## src/core/spa_pkg.sv

```systemverilog
// Shared constants, register map and carrier types of the register space block
package spa_pkg;

  ////////////////////////////////////////////////////////////////////////////
  // Address areas
  localparam logic [15:0] SPA_SFR_BASE  = 16'hfe00;   // Normal short area base
  localparam logic [15:0] SPA_EXTENDED_REGISTER_AREA_BASE = 16'hf000;   // Extended short area base
  localparam logic [15:0] SPA_GPR_FIRST = 16'hf000;   // Mirror of current bank
  localparam logic [15:0] SPA_GPR_LAST  = 16'hf01e;   // Last mirrored word
  localparam logic [15:0] SPA_PEC_BASE  = 16'hfce0;   // Event pointer RAM base
  localparam int          SPA_PEC_WORDS = 16;         // Pointer RAM words
  localparam int          SPA_PEC_AW    = 4;          // Pointer RAM word index
  localparam int          SPA_GPR_AW    = 4;          // Bank register index
  localparam logic [15:0] SPA_ZERO16    = 16'h0000;   // Idle data value

  ////////////////////////////////////////////////////////////////////////////
  // Access kinds and register attributes
  typedef enum logic [1:0] {
    SPA_SZ_WORD = 2'b00,
    SPA_SZ_BYTE = 2'b01,
    SPA_SZ_BIT  = 2'b10
  } spa_size_t;

  typedef enum logic [1:0] {
    SPA_ACC_RW   = 2'b00,
    SPA_ACC_RO   = 2'b01,
    SPA_ACC_RSVD = 2'b10
  } spa_acc_t;

  typedef struct packed {
    logic [15:0] ofs;    // Physical address
    logic [15:0] rst;    // Reset value
    logic        bita;   // Bit addressable
    spa_acc_t    acc;    // Access kind
  } spa_reg_t;

  ////////////////////////////////////////////////////////////////////////////
  // Register table
  localparam int SPA_NREG   = 29;
  localparam int SPA_NSEL   = 6;    // Bus select registers
  localparam int SPA_NIRQ   = 12;   // Interrupt control registers
  localparam int I_XADRS0   = 0;
  localparam int I_XPER     = 6;
  localparam int I_USBW     = 8;
  localparam int I_EVW      = 9;
  localparam int I_IRQ0     = 13;
  localparam int I_WDT      = 25;
  localparam int I_TFR      = 27;
  localparam int I_WDTC     = 28;

  localparam spa_reg_t SPA_MAP [SPA_NREG] = '{
    '{16'hf014, 16'h0000, 1'b0, SPA_ACC_RW},    // ext_bus_select_1
    '{16'hf016, 16'h0000, 1'b0, SPA_ACC_RW},    // ext_bus_select_2
    '{16'hf018, 16'h0000, 1'b0, SPA_ACC_RW},    // ext_bus_select_3
    '{16'hf01a, 16'h0000, 1'b0, SPA_ACC_RW},    // ext_bus_select_4
    '{16'hf01c, 16'h0000, 1'b0, SPA_ACC_RW},    // ext_bus_select_5
    '{16'hf01e, 16'h0000, 1'b0, SPA_ACC_RW},    // ext_bus_select_6
    '{16'hf024, 16'h0401, 1'b0, SPA_ACC_RW},    // ext_bus_peripheral_ctrl
    '{16'hf114, 16'h0000, 1'b1, SPA_ACC_RSVD},  // ext_bus_ctrl_1_reserved
    '{16'hf116, 16'h0000, 1'b1, SPA_ACC_RW},    // ext_bus_ctrl_usb_window
    '{16'hf118, 16'h0000, 1'b1, SPA_ACC_RW},    // ext_bus_ctrl_event_ext_window
    '{16'hf11a, 16'h0000, 1'b1, SPA_ACC_RSVD},  // ext_bus_ctrl_4_reserved
    '{16'hf11c, 16'h0000, 1'b1, SPA_ACC_RSVD},  // ext_bus_ctrl_5_reserved
    '{16'hf11e, 16'h0000, 1'b1, SPA_ACC_RSVD},  // ext_bus_ctrl_6_reserved
    '{16'hf160, 16'h0000, 1'b1, SPA_ACC_RW},    // usb_tx_done3_irq_ctrl
    '{16'hf162, 16'h0000, 1'b1, SPA_ACC_RW},    // usb_tx_done4_irq_ctrl
    '{16'hf164, 16'h0000, 1'b1, SPA_ACC_RW},    // usb_tx_done5_irq_ctrl
    '{16'hf166, 16'h0000, 1'b1, SPA_ACC_RW},    // usb_tx_done6_irq_ctrl
    '{16'hf168, 16'h0000, 1'b1, SPA_ACC_RW},    // usb_tx_done7_irq_ctrl
    '{16'hf16c, 16'h0000, 1'b1, SPA_ACC_RW},    // usb_tx_write_req_irq_ctrl
    '{16'hf16e, 16'h0000, 1'b1, SPA_ACC_RW},    // usb_config_valid_irq_ctrl
    '{16'hf176, 16'h0000, 1'b1, SPA_ACC_RW},    // usb_load_config_done_irq_ctrl
    '{16'hf186, 16'h0000, 1'b1, SPA_ACC_RW},    // ext_periph0_irq_ctrl
    '{16'hf18e, 16'h0000, 1'b1, SPA_ACC_RW},    // ext_periph1_irq_ctrl
    '{16'hf19e, 16'h0000, 1'b1, SPA_ACC_RW},    // ext_periph3_irq_ctrl
    '{16'hff86, 16'h0000, 1'b1, SPA_ACC_RW},    // usb_tx_done2_irq_ctrl
    '{16'hfeae, 16'h0000, 1'b0, SPA_ACC_RO},    // watchdog_count
    '{16'hff1c, 16'h0000, 1'b1, SPA_ACC_RO},    // constant_zero
    '{16'hffac, 16'h0000, 1'b1, SPA_ACC_RW},    // trap_flags
    '{16'hffae, 16'h0000, 1'b1, SPA_ACC_RW}     // watchdog_control
  };

  ////////////////////////////////////////////////////////////////////////////
  // Carriers
  typedef struct packed {
    logic        valid;     // Access request
    logic        wr;        // Write when set
    spa_size_t   size;      // Word, byte or bit
    logic        short_md;  // Short 8-bit address mode
    logic        ext_md;    // Prefix switched to extended area
    logic [15:0] addr;      // Long byte address
    logic [7:0]  sadr;      // Short word address
    logic [3:0]  bit_idx;   // Bit number for bit access
    logic [15:0] wdata;     // Write data, byte in low lane
  } spa_req_t;

  typedef struct packed {
    logic        ack;       // One-cycle answer strobe
    logic        err;       // Unmapped or illegal access
    logic [15:0] rdata;     // Read data, byte in low lane
  } spa_rsp_t;

  typedef struct packed {
    logic [SPA_NSEL-1:0][15:0] bus_sel;    // Bus select words
    logic [15:0]               per_ctrl;   // Peripheral control
    logic [15:0]               usb_win;    // USB bus window
    logic [15:0]               evx_win;    // Event extension window
    logic [15:0]               wdt_ctrl;   // Watchdog control
    logic [15:0]               trap;       // Trap flags
    logic [SPA_NIRQ-1:0][15:0] irq_ctrl;   // Interrupt control words
  } spa_cfg_t;

endpackage

```

## src/core/spa_addr_xlate.sv

```systemverilog
// Short and long address translation to a physical byte address
`timescale 1ns/1ps
module spa_addr_xlate
  import spa_pkg::*;
(
  // Request address fields
  input  wire logic        short_md,
  input  wire logic        ext_md,
  input  wire logic [15:0] addr,
  input  wire logic [7:0]  sadr,
  // Result
  output logic      [15:0] phys
);

  ////////////////////////////////////////////////////////////////////////////
  // Base plus twice the short word address
  always_comb begin
    if (short_md) begin
      phys = (ext_md ? SPA_EXTENDED_REGISTER_AREA_BASE : SPA_SFR_BASE) + {7'h00, sadr, 1'b0};
    end else begin
      phys = addr;
    end
  end

endmodule

```

## src/core/spa_ptr_ram.sv

```systemverilog
// Event controller pointer RAM, retained through warm reset
`timescale 1ns/1ps
module spa_ptr_ram #(
  parameter int WORDS = 16,
  parameter int AW    = 4
) (
  // Clock
  input  wire logic          clk_sys,
  input  wire logic          clk_en,
  // Access port
  input  wire logic          req,
  input  wire logic          we,
  input  wire logic [1:0]    be,
  input  wire logic [AW-1:0] idx,
  input  wire logic [15:0]   wdata,
  output logic      [15:0]   rdata
);

  // Storage, deliberately without reset so contents survive
  logic [15:0] mem [WORDS];

  ////////////////////////////////////////////////////////////////////////////
  // Byte-enabled write and registered read
  always_ff @(posedge clk_sys) begin
    if (clk_en && req) begin
      if (we && be[0]) begin
        mem[idx][7:0] <= wdata[7:0];
      end
      if (we && be[1]) begin
        mem[idx][15:8] <= wdata[15:8];
      end
      rdata <= mem[idx];
    end
  end

endmodule

```

## src/core/spa_regspace.sv

```systemverilog
// Register space top: special registers, bank mirror and pointer RAM
//
// Behaviour
// - Event pointers live in dedicated internal RAM
// - Unused pointer words act as plain RAM
// - Pointer RAM kept through power-down, warm reset
// - F000..F01E reserved for current bank access
// - Bank registers mirrored into extended area
// - Word and byte access; bit where allowed
// - Byte read returns byte, no side effect
// - Byte write to a table register clears the other byte; pointer RAM and bank words keep it
// - Watchdog count read-only, resets to zero
// - Peripheral control resets to 0401
// - Window registers two, three; others reserved
`timescale 1ns/1ps
module spa_regspace
  import spa_pkg::*;
(
  // Clock and reset
  input  wire logic                 clk_sys,
  input  wire logic                 resetn,
  input  wire logic                 clk_en,
  // Core access port
  input  wire spa_pkg::spa_req_t    req_i,
  output logic                      ready_o,
  output spa_pkg::spa_rsp_t         rsp_o,
  // Register bank port of the core
  output logic                      gpr_req,
  output logic                      gpr_we,
  output logic [1:0]                gpr_be,
  output logic [spa_pkg::SPA_GPR_AW-1:0] gpr_idx,
  output logic [15:0]               gpr_wdata,
  input  wire logic [15:0]          gpr_rdata,
  // Hardware sources
  input  wire logic [15:0]          wdt_count,
  input  wire logic [15:0]          trap_set,
  // Control outputs
  output spa_pkg::spa_cfg_t         cfg_o
);

  ////////////////////////////////////////////////////////////////////////////
  // Types and helpers

  // Region of a decoded access
  typedef enum logic [1:0] {
    RG_NONE = 2'b00,
    RG_REG  = 2'b01,
    RG_GPR  = 2'b10,
    RG_PEC  = 2'b11
  } spa_rgn_t;

  // Sequencer states
  typedef enum logic [0:0] {
    ST_IDLE = 1'b0,
    ST_DONE = 1'b1
  } spa_st_t;

  // Table lookup of a physical address
  function automatic logic [5:0] spa_find(input logic [15:0] a);
    logic [5:0] r;
    r = 6'h3f;
    for (int i = 0; i < SPA_NREG; i++) begin
      if (SPA_MAP[i].ofs[15:1] == a[15:1]) begin
        r = 6'(i);
      end
    end
    return r;
  endfunction

  // New register value from access kind
  function automatic logic [15:0] spa_merge(
    input logic [15:0] old,
    input spa_size_t   sz,
    input logic        lane,
    input logic [15:0] wd,
    input logic [3:0]  bi
  );
    logic [15:0] r;
    r = old;
    case (sz)
      SPA_SZ_WORD: r = wd;
      SPA_SZ_BYTE: r = lane ? {wd[7:0], 8'h00} : {8'h00, wd[7:0]};
      SPA_SZ_BIT:  r[bi] = wd[0];
      default:     r = old;
    endcase
    return r;
  endfunction

  // Read data shaped to access kind
  function automatic logic [15:0] spa_shape(
    input logic [15:0] w,
    input spa_size_t   sz,
    input logic        lane,
    input logic [3:0]  bi
  );
    logic [15:0] r;
    r = w;
    case (sz)
      SPA_SZ_WORD: r = w;
      SPA_SZ_BYTE: r = {8'h00, lane ? w[15:8] : w[7:0]};
      SPA_SZ_BIT:  r = {15'h0000, w[bi]};
      default:     r = w;
    endcase
    return r;
  endfunction

  ////////////////////////////////////////////////////////////////////////////
  // Declarations
  spa_st_t          state;        // Sequencer state
  spa_rgn_t         op_rgn;       // Latched region
  logic [5:0]       op_idx;       // Latched register index
  logic             op_wr;        // Latched write
  spa_size_t        op_size;      // Latched size
  logic             op_lane;      // Latched byte lane
  logic [3:0]       op_bit;       // Latched bit number
  logic [15:0]      op_wdata;     // Latched write data
  logic [15:0]      phys;         // Translated address
  logic [5:0]       hit_idx;      // Table hit
  spa_rgn_t         hit_rgn;      // Decoded region
  logic [15:0]      pec_off;      // Offset into pointer RAM
  logic             ram_req;      // Pointer RAM strobe
  logic             ram_we;       // Pointer RAM write
  logic [1:0]       ram_be;       // Pointer RAM lanes
  logic [SPA_PEC_AW-1:0] ram_idx; // Pointer RAM word
  logic [15:0]      ram_wdata;    // Pointer RAM data
  logic [15:0]      ram_rdata;    // Pointer RAM read
  logic [15:0]      regs [SPA_NREG]; // Register storage
  logic [15:0]      cur_word;     // Word of latched register
  logic             reg_wok;      // Register write allowed
  logic             reg_bad;      // Bit access refused
  logic             reg_rsvd;     // Reserved word selected
  logic             take;         // Request accepted
  logic [1:0]       wr_be;        // Lanes of an incoming write
  logic [15:0]      wr_lanes;     // Data placed in lanes

  assign take = clk_en && (state == ST_IDLE) && req_i.valid;

  ////////////////////////////////////////////////////////////////////////////
  // Address translation and decode
  spa_addr_xlate u_xlate (
    .short_md (req_i.short_md),
    .ext_md   (req_i.ext_md),
    .addr     (req_i.addr),
    .sadr     (req_i.sadr),
    .phys     (phys)
  );

  assign pec_off = phys - SPA_PEC_BASE;
  assign hit_idx = spa_find(phys);

  // Region priority: bank mirror, pointer RAM, then table
  always_comb begin
    if (phys[15:1] >= SPA_GPR_FIRST[15:1] && phys[15:1] <= SPA_GPR_LAST[15:1]) begin
      hit_rgn = RG_GPR;
    end else if (phys >= SPA_PEC_BASE && pec_off[15:1] < 15'(SPA_PEC_WORDS)) begin
      hit_rgn = RG_PEC;
    end else if (hit_idx != 6'h3f) begin
      hit_rgn = RG_REG;
    end else begin
      hit_rgn = RG_NONE;
    end
  end

  // Lanes and placed data of a RAM or bank write
  always_comb begin
    case (req_i.size)
      SPA_SZ_BYTE: begin
        wr_be    = phys[0] ? 2'b10 : 2'b01;
        wr_lanes = {req_i.wdata[7:0], req_i.wdata[7:0]};
      end
      default: begin
        wr_be    = 2'b11;
        wr_lanes = req_i.wdata;
      end
    endcase
  end

  ////////////////////////////////////////////////////////////////////////////
  // Sequencer: take in idle, one done cycle, ack two edges after take
  always_ff @(posedge clk_sys or negedge resetn) begin
    if (!resetn) begin
      state <= ST_IDLE;
    end else if (clk_en) begin
      case (state)
        ST_IDLE: begin
          if (req_i.valid) begin
            state <= ST_DONE;
          end
        end
        ST_DONE: state <= ST_IDLE;
        default: state <= ST_IDLE;
      endcase
    end
  end

  // Ready flag, low while an access is in flight
  always_ff @(posedge clk_sys or negedge resetn) begin
    if (!resetn) begin
      ready_o <= 1'b1;
    end else if (clk_en) begin
      ready_o <= !take;
    end
  end

  // Latch of the accepted access
  always_ff @(posedge clk_sys or negedge resetn) begin
    if (!resetn) begin
      op_rgn   <= RG_NONE;
      op_idx   <= 6'h00;
      op_wr    <= 1'b0;
      op_size  <= SPA_SZ_WORD;
      op_lane  <= 1'b0;
      op_bit   <= 4'h0;
      op_wdata <= SPA_ZERO16;
    end else if (take) begin
      op_rgn   <= hit_rgn;
      op_idx   <= hit_idx;
      op_wr    <= req_i.wr;
      op_size  <= req_i.size;
      op_lane  <= phys[0];
      op_bit   <= req_i.bit_idx;
      op_wdata <= req_i.wdata;
    end
  end

  ////////////////////////////////////////////////////////////////////////////
  // Bank mirror port, one-cycle strobe toward the core register file
  always_ff @(posedge clk_sys or negedge resetn) begin
    if (!resetn) begin
      gpr_req   <= 1'b0;
      gpr_we    <= 1'b0;
      gpr_be    <= 2'b00;
      gpr_idx   <= '0;
      gpr_wdata <= SPA_ZERO16;
    end else if (clk_en) begin
      gpr_req <= take && hit_rgn == RG_GPR && req_i.size != SPA_SZ_BIT;
      if (take && hit_rgn == RG_GPR) begin
        gpr_we    <= req_i.wr;
        gpr_be    <= wr_be;
        gpr_idx   <= phys[SPA_GPR_AW:1];
        gpr_wdata <= wr_lanes;
      end
    end
  end

  ////////////////////////////////////////////////////////////////////////////
  // Pointer RAM, free words serve as ordinary RAM
  assign ram_req   = take && hit_rgn == RG_PEC && req_i.size != SPA_SZ_BIT;
  assign ram_we    = req_i.wr;
  assign ram_be    = wr_be;
  assign ram_idx   = pec_off[SPA_PEC_AW:1];
  assign ram_wdata = wr_lanes;

  // No reset reaches the array, so it survives warm reset
  spa_ptr_ram #(
    .WORDS (SPA_PEC_WORDS),
    .AW    (SPA_PEC_AW)
  ) u_ptr_ram (
    .clk_sys (clk_sys),
    .clk_en  (clk_en),
    .req     (ram_req),
    .we      (ram_we),
    .be      (ram_be),
    .idx     (ram_idx),
    .wdata   (ram_wdata),
    .rdata   (ram_rdata)
  );

  ////////////////////////////////////////////////////////////////////////////
  // Register write qualification
  always_comb begin
    cur_word = SPA_ZERO16;
    for (int i = 0; i < SPA_NREG; i++) begin
      if (op_idx == 6'(i)) begin
        cur_word = regs[i];
      end
    end
  end

  // Bit access only on bit-addressable registers
  always_comb begin
    reg_bad = 1'b0;
    reg_wok = 1'b0;
    reg_rsvd = 1'b0;
    for (int i = 0; i < SPA_NREG; i++) begin
      if (op_idx == 6'(i)) begin
        reg_bad = (op_size == SPA_SZ_BIT) && !SPA_MAP[i].bita;
        reg_wok = (SPA_MAP[i].acc == SPA_ACC_RW);
        reg_rsvd = (SPA_MAP[i].acc == SPA_ACC_RSVD);
      end
    end
  end

  ////////////////////////////////////////////////////////////////////////////
  // Register storage
  always_ff @(posedge clk_sys or negedge resetn) begin
    if (!resetn) begin
      for (int i = 0; i < SPA_NREG; i++) begin
        regs[i] <= SPA_MAP[i].rst;
      end
    end else if (clk_en) begin
      for (int i = 0; i < SPA_NREG; i++) begin
        if (state == ST_DONE && op_rgn == RG_REG && op_wr && reg_wok &&
            !reg_bad && op_idx == 6'(i)) begin
          regs[i] <= spa_merge(regs[i], op_size, op_lane, op_wdata, op_bit);
        end
      end
      // Watchdog count tracks the timer, never software
      regs[I_WDT] <= wdt_count;
      // Hardware trap set wins over a clearing write
      if (state == ST_DONE && op_rgn == RG_REG && op_wr && !reg_bad &&
          op_idx == 6'(I_TFR)) begin
        regs[I_TFR] <= spa_merge(regs[I_TFR], op_size, op_lane, op_wdata, op_bit) |
                       trap_set;
      end else begin
        regs[I_TFR] <= regs[I_TFR] | trap_set;
      end
    end
  end

  ////////////////////////////////////////////////////////////////////////////
  // Answer: one-cycle ack with shaped read data
  always_ff @(posedge clk_sys or negedge resetn) begin
    if (!resetn) begin
      rsp_o <= '0;
    end else if (clk_en) begin
      rsp_o.ack <= (state == ST_DONE);
      rsp_o.err <= 1'b0;
      if (state == ST_DONE) begin
        case (op_rgn)
          RG_REG: begin
            rsp_o.err   <= reg_bad;
            // Reserved words read zero; reads change nothing
            rsp_o.rdata <= reg_rsvd ? SPA_ZERO16 :
                           spa_shape(cur_word, op_size, op_lane, op_bit);
          end
          RG_GPR: begin
            rsp_o.err   <= (op_size == SPA_SZ_BIT);
            rsp_o.rdata <= spa_shape(gpr_rdata, op_size, op_lane, op_bit);
          end
          RG_PEC: begin
            rsp_o.err   <= (op_size == SPA_SZ_BIT);
            rsp_o.rdata <= spa_shape(ram_rdata, op_size, op_lane, op_bit);
          end
          default: begin
            rsp_o.err   <= 1'b1;
            rsp_o.rdata <= SPA_ZERO16;
          end
        endcase
      end
    end
  end

  ////////////////////////////////////////////////////////////////////////////
  // Control view, straight from the register flops
  always_comb begin
    for (int i = 0; i < SPA_NSEL; i++) begin
      cfg_o.bus_sel[i] = regs[I_XADRS0 + i];
    end
    for (int i = 0; i < SPA_NIRQ; i++) begin
      cfg_o.irq_ctrl[i] = regs[I_IRQ0 + i];
    end
    cfg_o.per_ctrl = regs[I_XPER];
    cfg_o.usb_win  = regs[I_USBW];
    cfg_o.evx_win  = regs[I_EVW];
    cfg_o.wdt_ctrl = regs[I_WDTC];
    cfg_o.trap     = regs[I_TFR];
  end

endmodule

```

## config.mk

```make
export PLATFORM = sky130hd
export DESIGN_NAME = spa_regspace
export DESIGN_NICKNAME = d
export VERILOG_FILES = /design/src/core/spa_pkg.sv /design/src/core/spa_addr_xlate.sv /design/src/core/spa_ptr_ram.sv /design/src/core/spa_regspace.sv
export SDC_FILE = /design/constraint.sdc
export NUM_CORES = 2
export LEC_CHECK = 0
export BUFFER_PORTS_ARGS = -buffer_cell sky130_fd_sc_hd__buf_2
export CAP_MARGIN = 10
export CELL_PAD_IN_SITES_DETAIL_PLACEMENT = 0
export CELL_PAD_IN_SITES_GLOBAL_PLACEMENT = 1
export CORE_MARGIN = 8
export CORE_UTILIZATION = 35
export DETAILED_ROUTE_END_ITERATION = 10
export GPL_TIMING_DRIVEN = 0
export PLACE_DENSITY_LB_ADDON = 0.05
export RECOVER_POWER = 100
export SYNTH_ARGS = -nofsm -noshare
export SYNTH_HDL_FRONTEND = slang
export SYNTH_SLANG_ARGS = --single-unit
```

## constraint.sdc

```tcl
create_clock -name clk_sys -period 2.8 [get_ports clk_sys]
set_input_delay 0.42 -clock clk_sys [delete_from_list [all_inputs] [get_ports clk_sys]]
set_output_delay 0.42 -clock clk_sys [all_outputs]
set_load 0.02 [all_outputs]
```

Word level (Yosys, flattened, before mapping) --
Memory sizes are Yosys's and may differ from the RTL's. A register that Yosys moved wholly into a read port is not among the register bits. Cells that the tools add are included.
Operators by class: add/sub/neg operators 2, multiply operators 0, div/mod/pow operators 0, magnitude comparators 6, eq/ne operators 67, shift operators 0, mux-type cells 231, bitwise operators 3, reduce and logical (&&, ||, !) cells 79
Operator list (count):
- 16-bit case mux with 3 select lines | 28
- 16-bit 2-to-1 mux | 36
- 16-bit bitwise mux | 28
- 15-bit == test (first input constant) | 29
- 6-bit 2-to-1 mux | 29
- 16-bit case mux with 2 select lines | 3
- 1-bit 2-to-1 mux | 92
- 3-bit AND reduction | 27
- 6-bit by 5-bit == test with 1-bit output (second input constant) | 13
- 17-bit case mux with 3 select lines | 1
- 6-bit by 4-bit == test with 1-bit output (second input constant) | 8
- 1-bit logical AND | 45
- 16-bit bitwise OR | 2
- 6-bit by 3-bit == test with 1-bit output (second input constant) | 4
- 8-bit 2-to-1 mux | 3
- 17-bit 2-to-1 mux | 1
- 16-bit by 9-bit adder with 16-bit output | 1
- 16-bit greater-or-equal comparator (second input constant) | 1
- 16-bit subtractor (second input constant) | 1
- 15-bit greater-or-equal comparator (second input constant) | 1
- 15-bit <= comparator (second input constant) | 1
- 15-bit by 5-bit < comparator with 1-bit output (second input constant) | 1
- 1-bit binary-select mux with 4-bit select | 3
- 6-bit by 2-bit == test with 1-bit output (second input constant) | 2
- 17 further kinds | 28
Word-level totals: bits in registers 540, bits in latches 0, bits in writable memories 256, bits in read-only memories 0, output and inout port bits 411, word-level logic and storage cells 435, memories kept 1
Memories:
- u_ptr_ram.mem | words 16, width 16, rd ports 1, clocked after Yosys merged registers in 1, wr ports 1, RTL line spa_ptr_ram.sv:20 | logic [15:0] mem [WORDS];

Depth between registers and ports, before layout --
word-level depth 43, depth in mapped cells 15, depth with buffers taken out 11

Hierarchy --
From an unflattened synthesis, not the netlist that was laid out.
Second synthesis, totals: cells, all modules 3808, area total of the unflattened synthesis 41140.7 µm²
By module, submodules not included:
- spa_regspace | instances 1, cells each 3322, area each 30620.6 µm²
- spa_ptr_ram | instances 1, cells each 464, area each 10329.9 µm²
- spa_addr_xlate | instances 1, cells each 22, area each 190.2 µm²

Worst setup path before layout --
OpenSTA, ideal clock, no wires.
path kind input to register, from input req_i[45] in the netlist's numbering, to memory u_ptr_ram.mem[0][0], enable pin, setup time 0.370 ns, arrival 3.778 ns, required time 2.430 ns, path slack -1.348 ns, stages 15, path buffers 4, cell sequence buf_2 buf_2 buf_2 mux2i_1 inv_1 ha_1 nor3_1 a31oi_1 nor2_1 and4bb_2 nand2_1 or2_2 clkbuf_1 or3_1 nor2_1
Between the ends: cells in the longest elaborated chain, start to end 41, elaborated cells between the ends (all ways) 80, those cells by class 1 x add/sub; 4 x order compare; 31 x eq/ne; 38 x mux; 6 x reduce/logical
Ends and longest elaborated chain:
- start: declaration | RTL line spa_regspace.sv:24 | input wire spa_pkg::spa_req_t req_i,
- 16-bit 2-to-1 mux (*) | RTL line spa_addr_xlate.sv:18 | if (short_md) begin
- 15-bit == test | RTL line spa_regspace.sv:63 | if (SPA_MAP[i].ofs[15:1] == a[15:1]) begin
- 6-bit 2-to-1 mux (29 in series) | RTL line spa_regspace.sv:63
- 6-bit != test | RTL line spa_regspace.sv:157 | end else if (hit_idx != 6'h3f) begin
- 1-bit 2-to-1 mux | RTL line spa_regspace.sv:157
- 2-bit 2-to-1 mux | RTL line spa_regspace.sv:155 | end else if (phys >= SPA_PEC_BASE && pec_off[15:1] < 15'(SPA_PEC_WORDS)) begin
- 2-bit 2-to-1 mux | RTL line spa_regspace.sv:153 | if (phys[15:1] >= SPA_GPR_FIRST[15:1] && phys[15:1] <= SPA_GPR_LAST[15:1]) begin
- 2-bit == test | RTL line spa_regspace.sv:248 | assign ram_req = take && hit_rgn == RG_PEC && req_i.size != SPA_SZ_BIT;
- 1-bit logical AND (2 in series) | RTL line spa_regspace.sv:248
- 1-bit logical AND | RTL line spa_ptr_ram.sv:25 | if (clk_en && req) begin
- 1-bit 2-to-1 mux | RTL line spa_ptr_ram.sv:25
- 1-bit 2-to-1 mux (not written as such) | RTL line spa_ptr_ram.sv:27 | mem[idx][7:0] <= wdata[7:0];
- end: declaration | RTL line spa_ptr_ram.sv:20
Every way passes the cells marked *; elsewhere a longest branch is shown, timed or not.

Final worst setup path --
from register op_idx[1], to register rsp_o[7] in the netlist's numbering
Between the ends: cells in the longest elaborated chain, start to end 34, elaborated cells between the ends (all ways) 84, those cells by class 28 x eq/ne; 55 x mux; 1 x reduce/logical
Ends and longest elaborated chain:
- start: declaration | RTL line spa_regspace.sv:111 | logic [5:0] op_idx;
- start signal: assignment | RTL line spa_regspace.sv:217 | op_idx <= hit_idx;
- 6-bit zero test | RTL line spa_regspace.sv:274 | if (op_idx == 6'(i)) begin
- 16-bit 2-to-1 mux (29 in series) | RTL line spa_regspace.sv:274
- 8-bit 2-to-1 mux | RTL line spa_regspace.sv:100 | SPA_SZ_BYTE: r = {8'h00, lane ? w[15:8] : w[7:0]};
- 16-bit case mux with 2 select lines | RTL line spa_regspace.sv:98 | case (sz)
- 16-bit 2-to-1 mux (*) | RTL line spa_regspace.sv:334 | rsp_o.rdata <= reg_rsvd ? SPA_ZERO16 :
- 17-bit case mux with 3 select lines (*) | RTL line spa_regspace.sv:330 | case (op_rgn)
- end: declaration | RTL line spa_regspace.sv:26 | output spa_pkg::spa_rsp_t rsp_o,
Marks and branches as above. A chain may end at the register's enable or synchronous reset.

==> impl_metrics.ini <==
[logic_synthesis]
synth_edf_count = 272
yosys.area_share.simple_pct = 11.7
synth_xor_area_share_pct = 0.0421
synth_compound_area_share_pct = 19.1
syn_area_per_cell_um2 = 9.94
yosysWarnings = 0
synth_top_flop_cell = dfrtp_1
synthDistinctLibCells = 102
synth_cells = 4190
async_reset_ff_share_pct = 66.5
synth_seq_cells = 812
synthAdderAreaFrac_pct = 0.210
synth_top_family_by_area = compound AO/OA/AOI/OAI gates
synthMuxAreaShare_pct = 5.50
ys_seq_area_share_pct = 52.1
syn_nets = 4298
syn-cell-area_um2 = 41600

[clock_network]
clkTransAtPathRegs_ps = 60
clockBufferDepth = 3
cts.sinks = 812
cts_tree = built
cts_made_buffers = 97
htree_levels = 3
clk_latency_ps = 730
root_buffer = clkbuf_16

[critical_path]
path_delay_family = compound AO/OA/AOI/OAI gates
worstPathMaxFanout = 7
critical_path.slowest_cell = o211ai_1
cpMostUsedCell = buf_16
cpPeakStageDelay_ps = 710
cp.arrival_ps = 4170
start_kind = flip-flop
path_buf_inv = 6
criticalPathCategory = flip-flop to flip-flop
worstSetupEndpointType = flip-flop
cp_data_required_time_ps = 3400
cp_cell_sequence = buf_12, buf_12, buf_16, buf_16, buf_16, buf_16, mux4_2, o211ai_1, a21oi_4, o2bb2ai_4, a32oi_2, a21oi_1, a21o_1

[sta]
totalNegativeSetupSlack_ps = -177050
post-route-period-util_pct = 127
hold_viol = 0
fmax_ghz = 0.280
finClkSkew_ps = 22.9
relSlewSlack_pct = 1.71
post-route-min-period_ps = 3570
hold_slack_ps = 63.5
rsz0062_at_grt = true
finalWorstSetupSlack_ps = -767
slew_viol_final = 0
report.final.setup_viol = 693
worstMarginPinSlew_ps = 1470

[floorplanning]
die_h_um = 361
fp.coreArea_um2 = 118000
start_util_pct = 35.3
die_area_um2 = 130000
die_w_um = 361
ios = 512
num_rows = 126

[drt]
vias = 39500
drtIter0Drc = 4960
wirelength_um = 250000
detail_route.first_pass.iterations = 7
antenna_left = 0
drc_errors = 0
wl_per_cell_um = 37.9
drt-vias-per-instance = 5.99

[global_route]
grt_pass1_vias = 38400
antenna_found_initial = 8
grt_max_degree = 115
use_met1_pct = 43.7
met2_usage_pct = 58.7
met3_usage_pct = 8.29
grt_usage_pct = 36.6
grt.overflow.total = 0
busiest_layer = met2
grt_pass1_wl_um = 331000

[final_layout]
multi_input_area_um2 = 17000
final_cell_area_um2 = 54100
area_delta_synth_final_pct = 29.9
drive_gt1_share_pct = 30.6
final_nets = 5080
finalNonFillerCells = 6593
fillers = 11700
seqCellArea_um2 = 21700

[status]
failed_checks = negative setup slack
status = complete, but fails checks

[worst_hold_path]
hold_path.class = primary input to flip-flop

[place]
dpl_cell_area_um2 = 46800
dp.final_hpwl_um = 186000
port_buffers = 509
gp_congestion = 1.05
dp_cells = 6251

[power_and_ir_drop]
pwr_density_cell_nw_per_um2 = 725
p_leak_uw = 0.0232
ir_drop_mv = 0.539
p_total_uw = 39200

[run]
maxCapViolations = 0
## what timing repair did
item,in CTS,in global routing
buffers inserted,73,54
cloned,5,5
pin swaps,49,60
hold buffers,30,0
resized for setup,560,310
hold endpoints to repair,77,0
setup endpoints to repair,662,661
## metal layers
layer / routed length, um / part of all wire (%) / vias to the layer above
met3: 21900 / 8.8 / 764
li1: - / - / 16400
met1: 91800 / 37 / 19800
met5: 0 / 0 / -
met2: 114000 / 45 / 2549
met4: 22500 / 9.0 / 0
## path summary, 6_finish.rpt
| kind | start | to | slack (ps) | depth (start not counted) |
|---|---|---|---|---|
| worst max-delay path | op_idx[1]$_DFFE_PN0P_ | rsp_o[7]$_DFFE_PN0P_ | -770 | 13 |
| min in group asynchronous | resetn | cfg_o[6]$_DFFE_PN0P_ | 550 | 2 |
| worst max register to register | op_idx[1]$_DFFE_PN0P_ | rsp_o[7]$_DFFE_PN0P_ | -770 | 13 |
| worst min-delay path | req_i[46] | op_size[0]$_DFFE_PN0P_ | 60 | 2 |
| worst min register to register | regs[295]$_DFFE_PN0P_ | regs[295]$_DFFE_PN0P_ | 450 | 1 |
| max in group asynchronous | resetn | cfg_o[173]$_DFFE_PN0P_ | -30 | 5 |
## layout make-up
| type | instances | area share [%] |
|---|---|---|
| tap | 1536 | 3.55 |
| buffer | 787 | 10.9 |
| timing repair buffer | 691 | 7.41 |
| multi-input combinational | 2558 | 31.5 |
| inverter | 25 | 0.187 |
| clock inverter | 54 | 1.42 |
| sequential | 812 | 40.1 |
| clock buffer | 127 | 4.95 |
| antenna | 3 | 0.0139 |
## logic make-up (layout without fill, tap and decap cells)
| logic type | count (synthesis) | after routing |
|---|---|---|
| buffers and inverters | 821 | 1684 |
| DFF | 812 | 812 |
| xor gates and xnor gates | 2 | 2 |
| other | 0 | 3 |
| AOI/OAI and AO/OA | 1349 | 1349 |
| adders and majority gates | 7 | 7 |
| and+or+nand+nor | 1019 | 1020 |
| muxes | 180 | 180 |
## synth_stat cells, types with 13 or more instances
cell type	number	area share [%]
a211oi_1	15	0.27
a21o_1	18	0.32
a21oi_1	853	10
a221oi_1	18	0.38
a22oi_1	13	0.23
a311oi_1	34	0.72
a31oi_1	29	0.44
and3_1	27	0.41
buf_1	20	0.18
buf_2	83	1.0
buf_4	382	6.9
buf_6	18	0.49
clkbuf_1	292	2.6
dfrtp_1	537	32
edfxtp_1	272	20
inv_1	24	0.22
mux2_2	100	2.7
mux2i_1	51	1.2
mux4_2	29	1.6
nand2_1	426	3.8
nand2b_1	21	0.32
nand3_1	197	2.4
nor2_1	145	1.3
nor2b_1	32	0.48
nor3_1	60	0.72
o211ai_1	41	0.74
o21ai_0	128	1.5
o221ai_1	25	0.53
o22ai_1	24	0.36
## cell usage in the layout, fill, tap and decap left out, types with 44 or more instances in the layout
| cell type | count |
|---|---|
| a21oi_1 | 820 |
| buf_6 | 60 |
| clkbuf_4 | 142 |
| buf_4 | 383 |
| buf_2 | 230 |
| nor2_1 | 106 |
| nand2_1 | 414 |
| clkbuf_2 | 61 |
| o21ai_0 | 110 |
| clkbuf_1 | 491 |
| dfrtp_1 | 531 |
| edfxtp_1 | 272 |
| mux2_2 | 92 |
| nand3_1 | 188 |
| clkbuf_16 | 100 |
| mux2i_1 | 44 |
## metrics by stage
step           util [%]  setup WS [ps]
5_1_grt            45.8           -854
4_1_cts            45.1           -622
2_1_floorplan         -           -611
3_3_place_gp       39.3         -10920
6_report           45.8           -767
3_5_place_dp       39.6          -2620
## power breakdown
part           internal (uW)  leakage [uW]  switching [uW]  total, uW
clock                   8180       0.00169            5680      13900
combinational           3290        0.0118            9410      12700
sequential             12500       0.00978             218      12700
total                  23900        0.0232           15300      39200
## flip-flops by register name, summed over array words and instances (netlist names), 4 cells and up
register and flops:
gpr_idx 4, gpr_wdata 16, op_wdata 16, rsp_o 18, regs 96, op_idx 6, u_ptr_ram.mem 256, op_bit 4
cfg_o 368, u_ptr_ram.rdata 16
(Power assumes the default switching activity.)
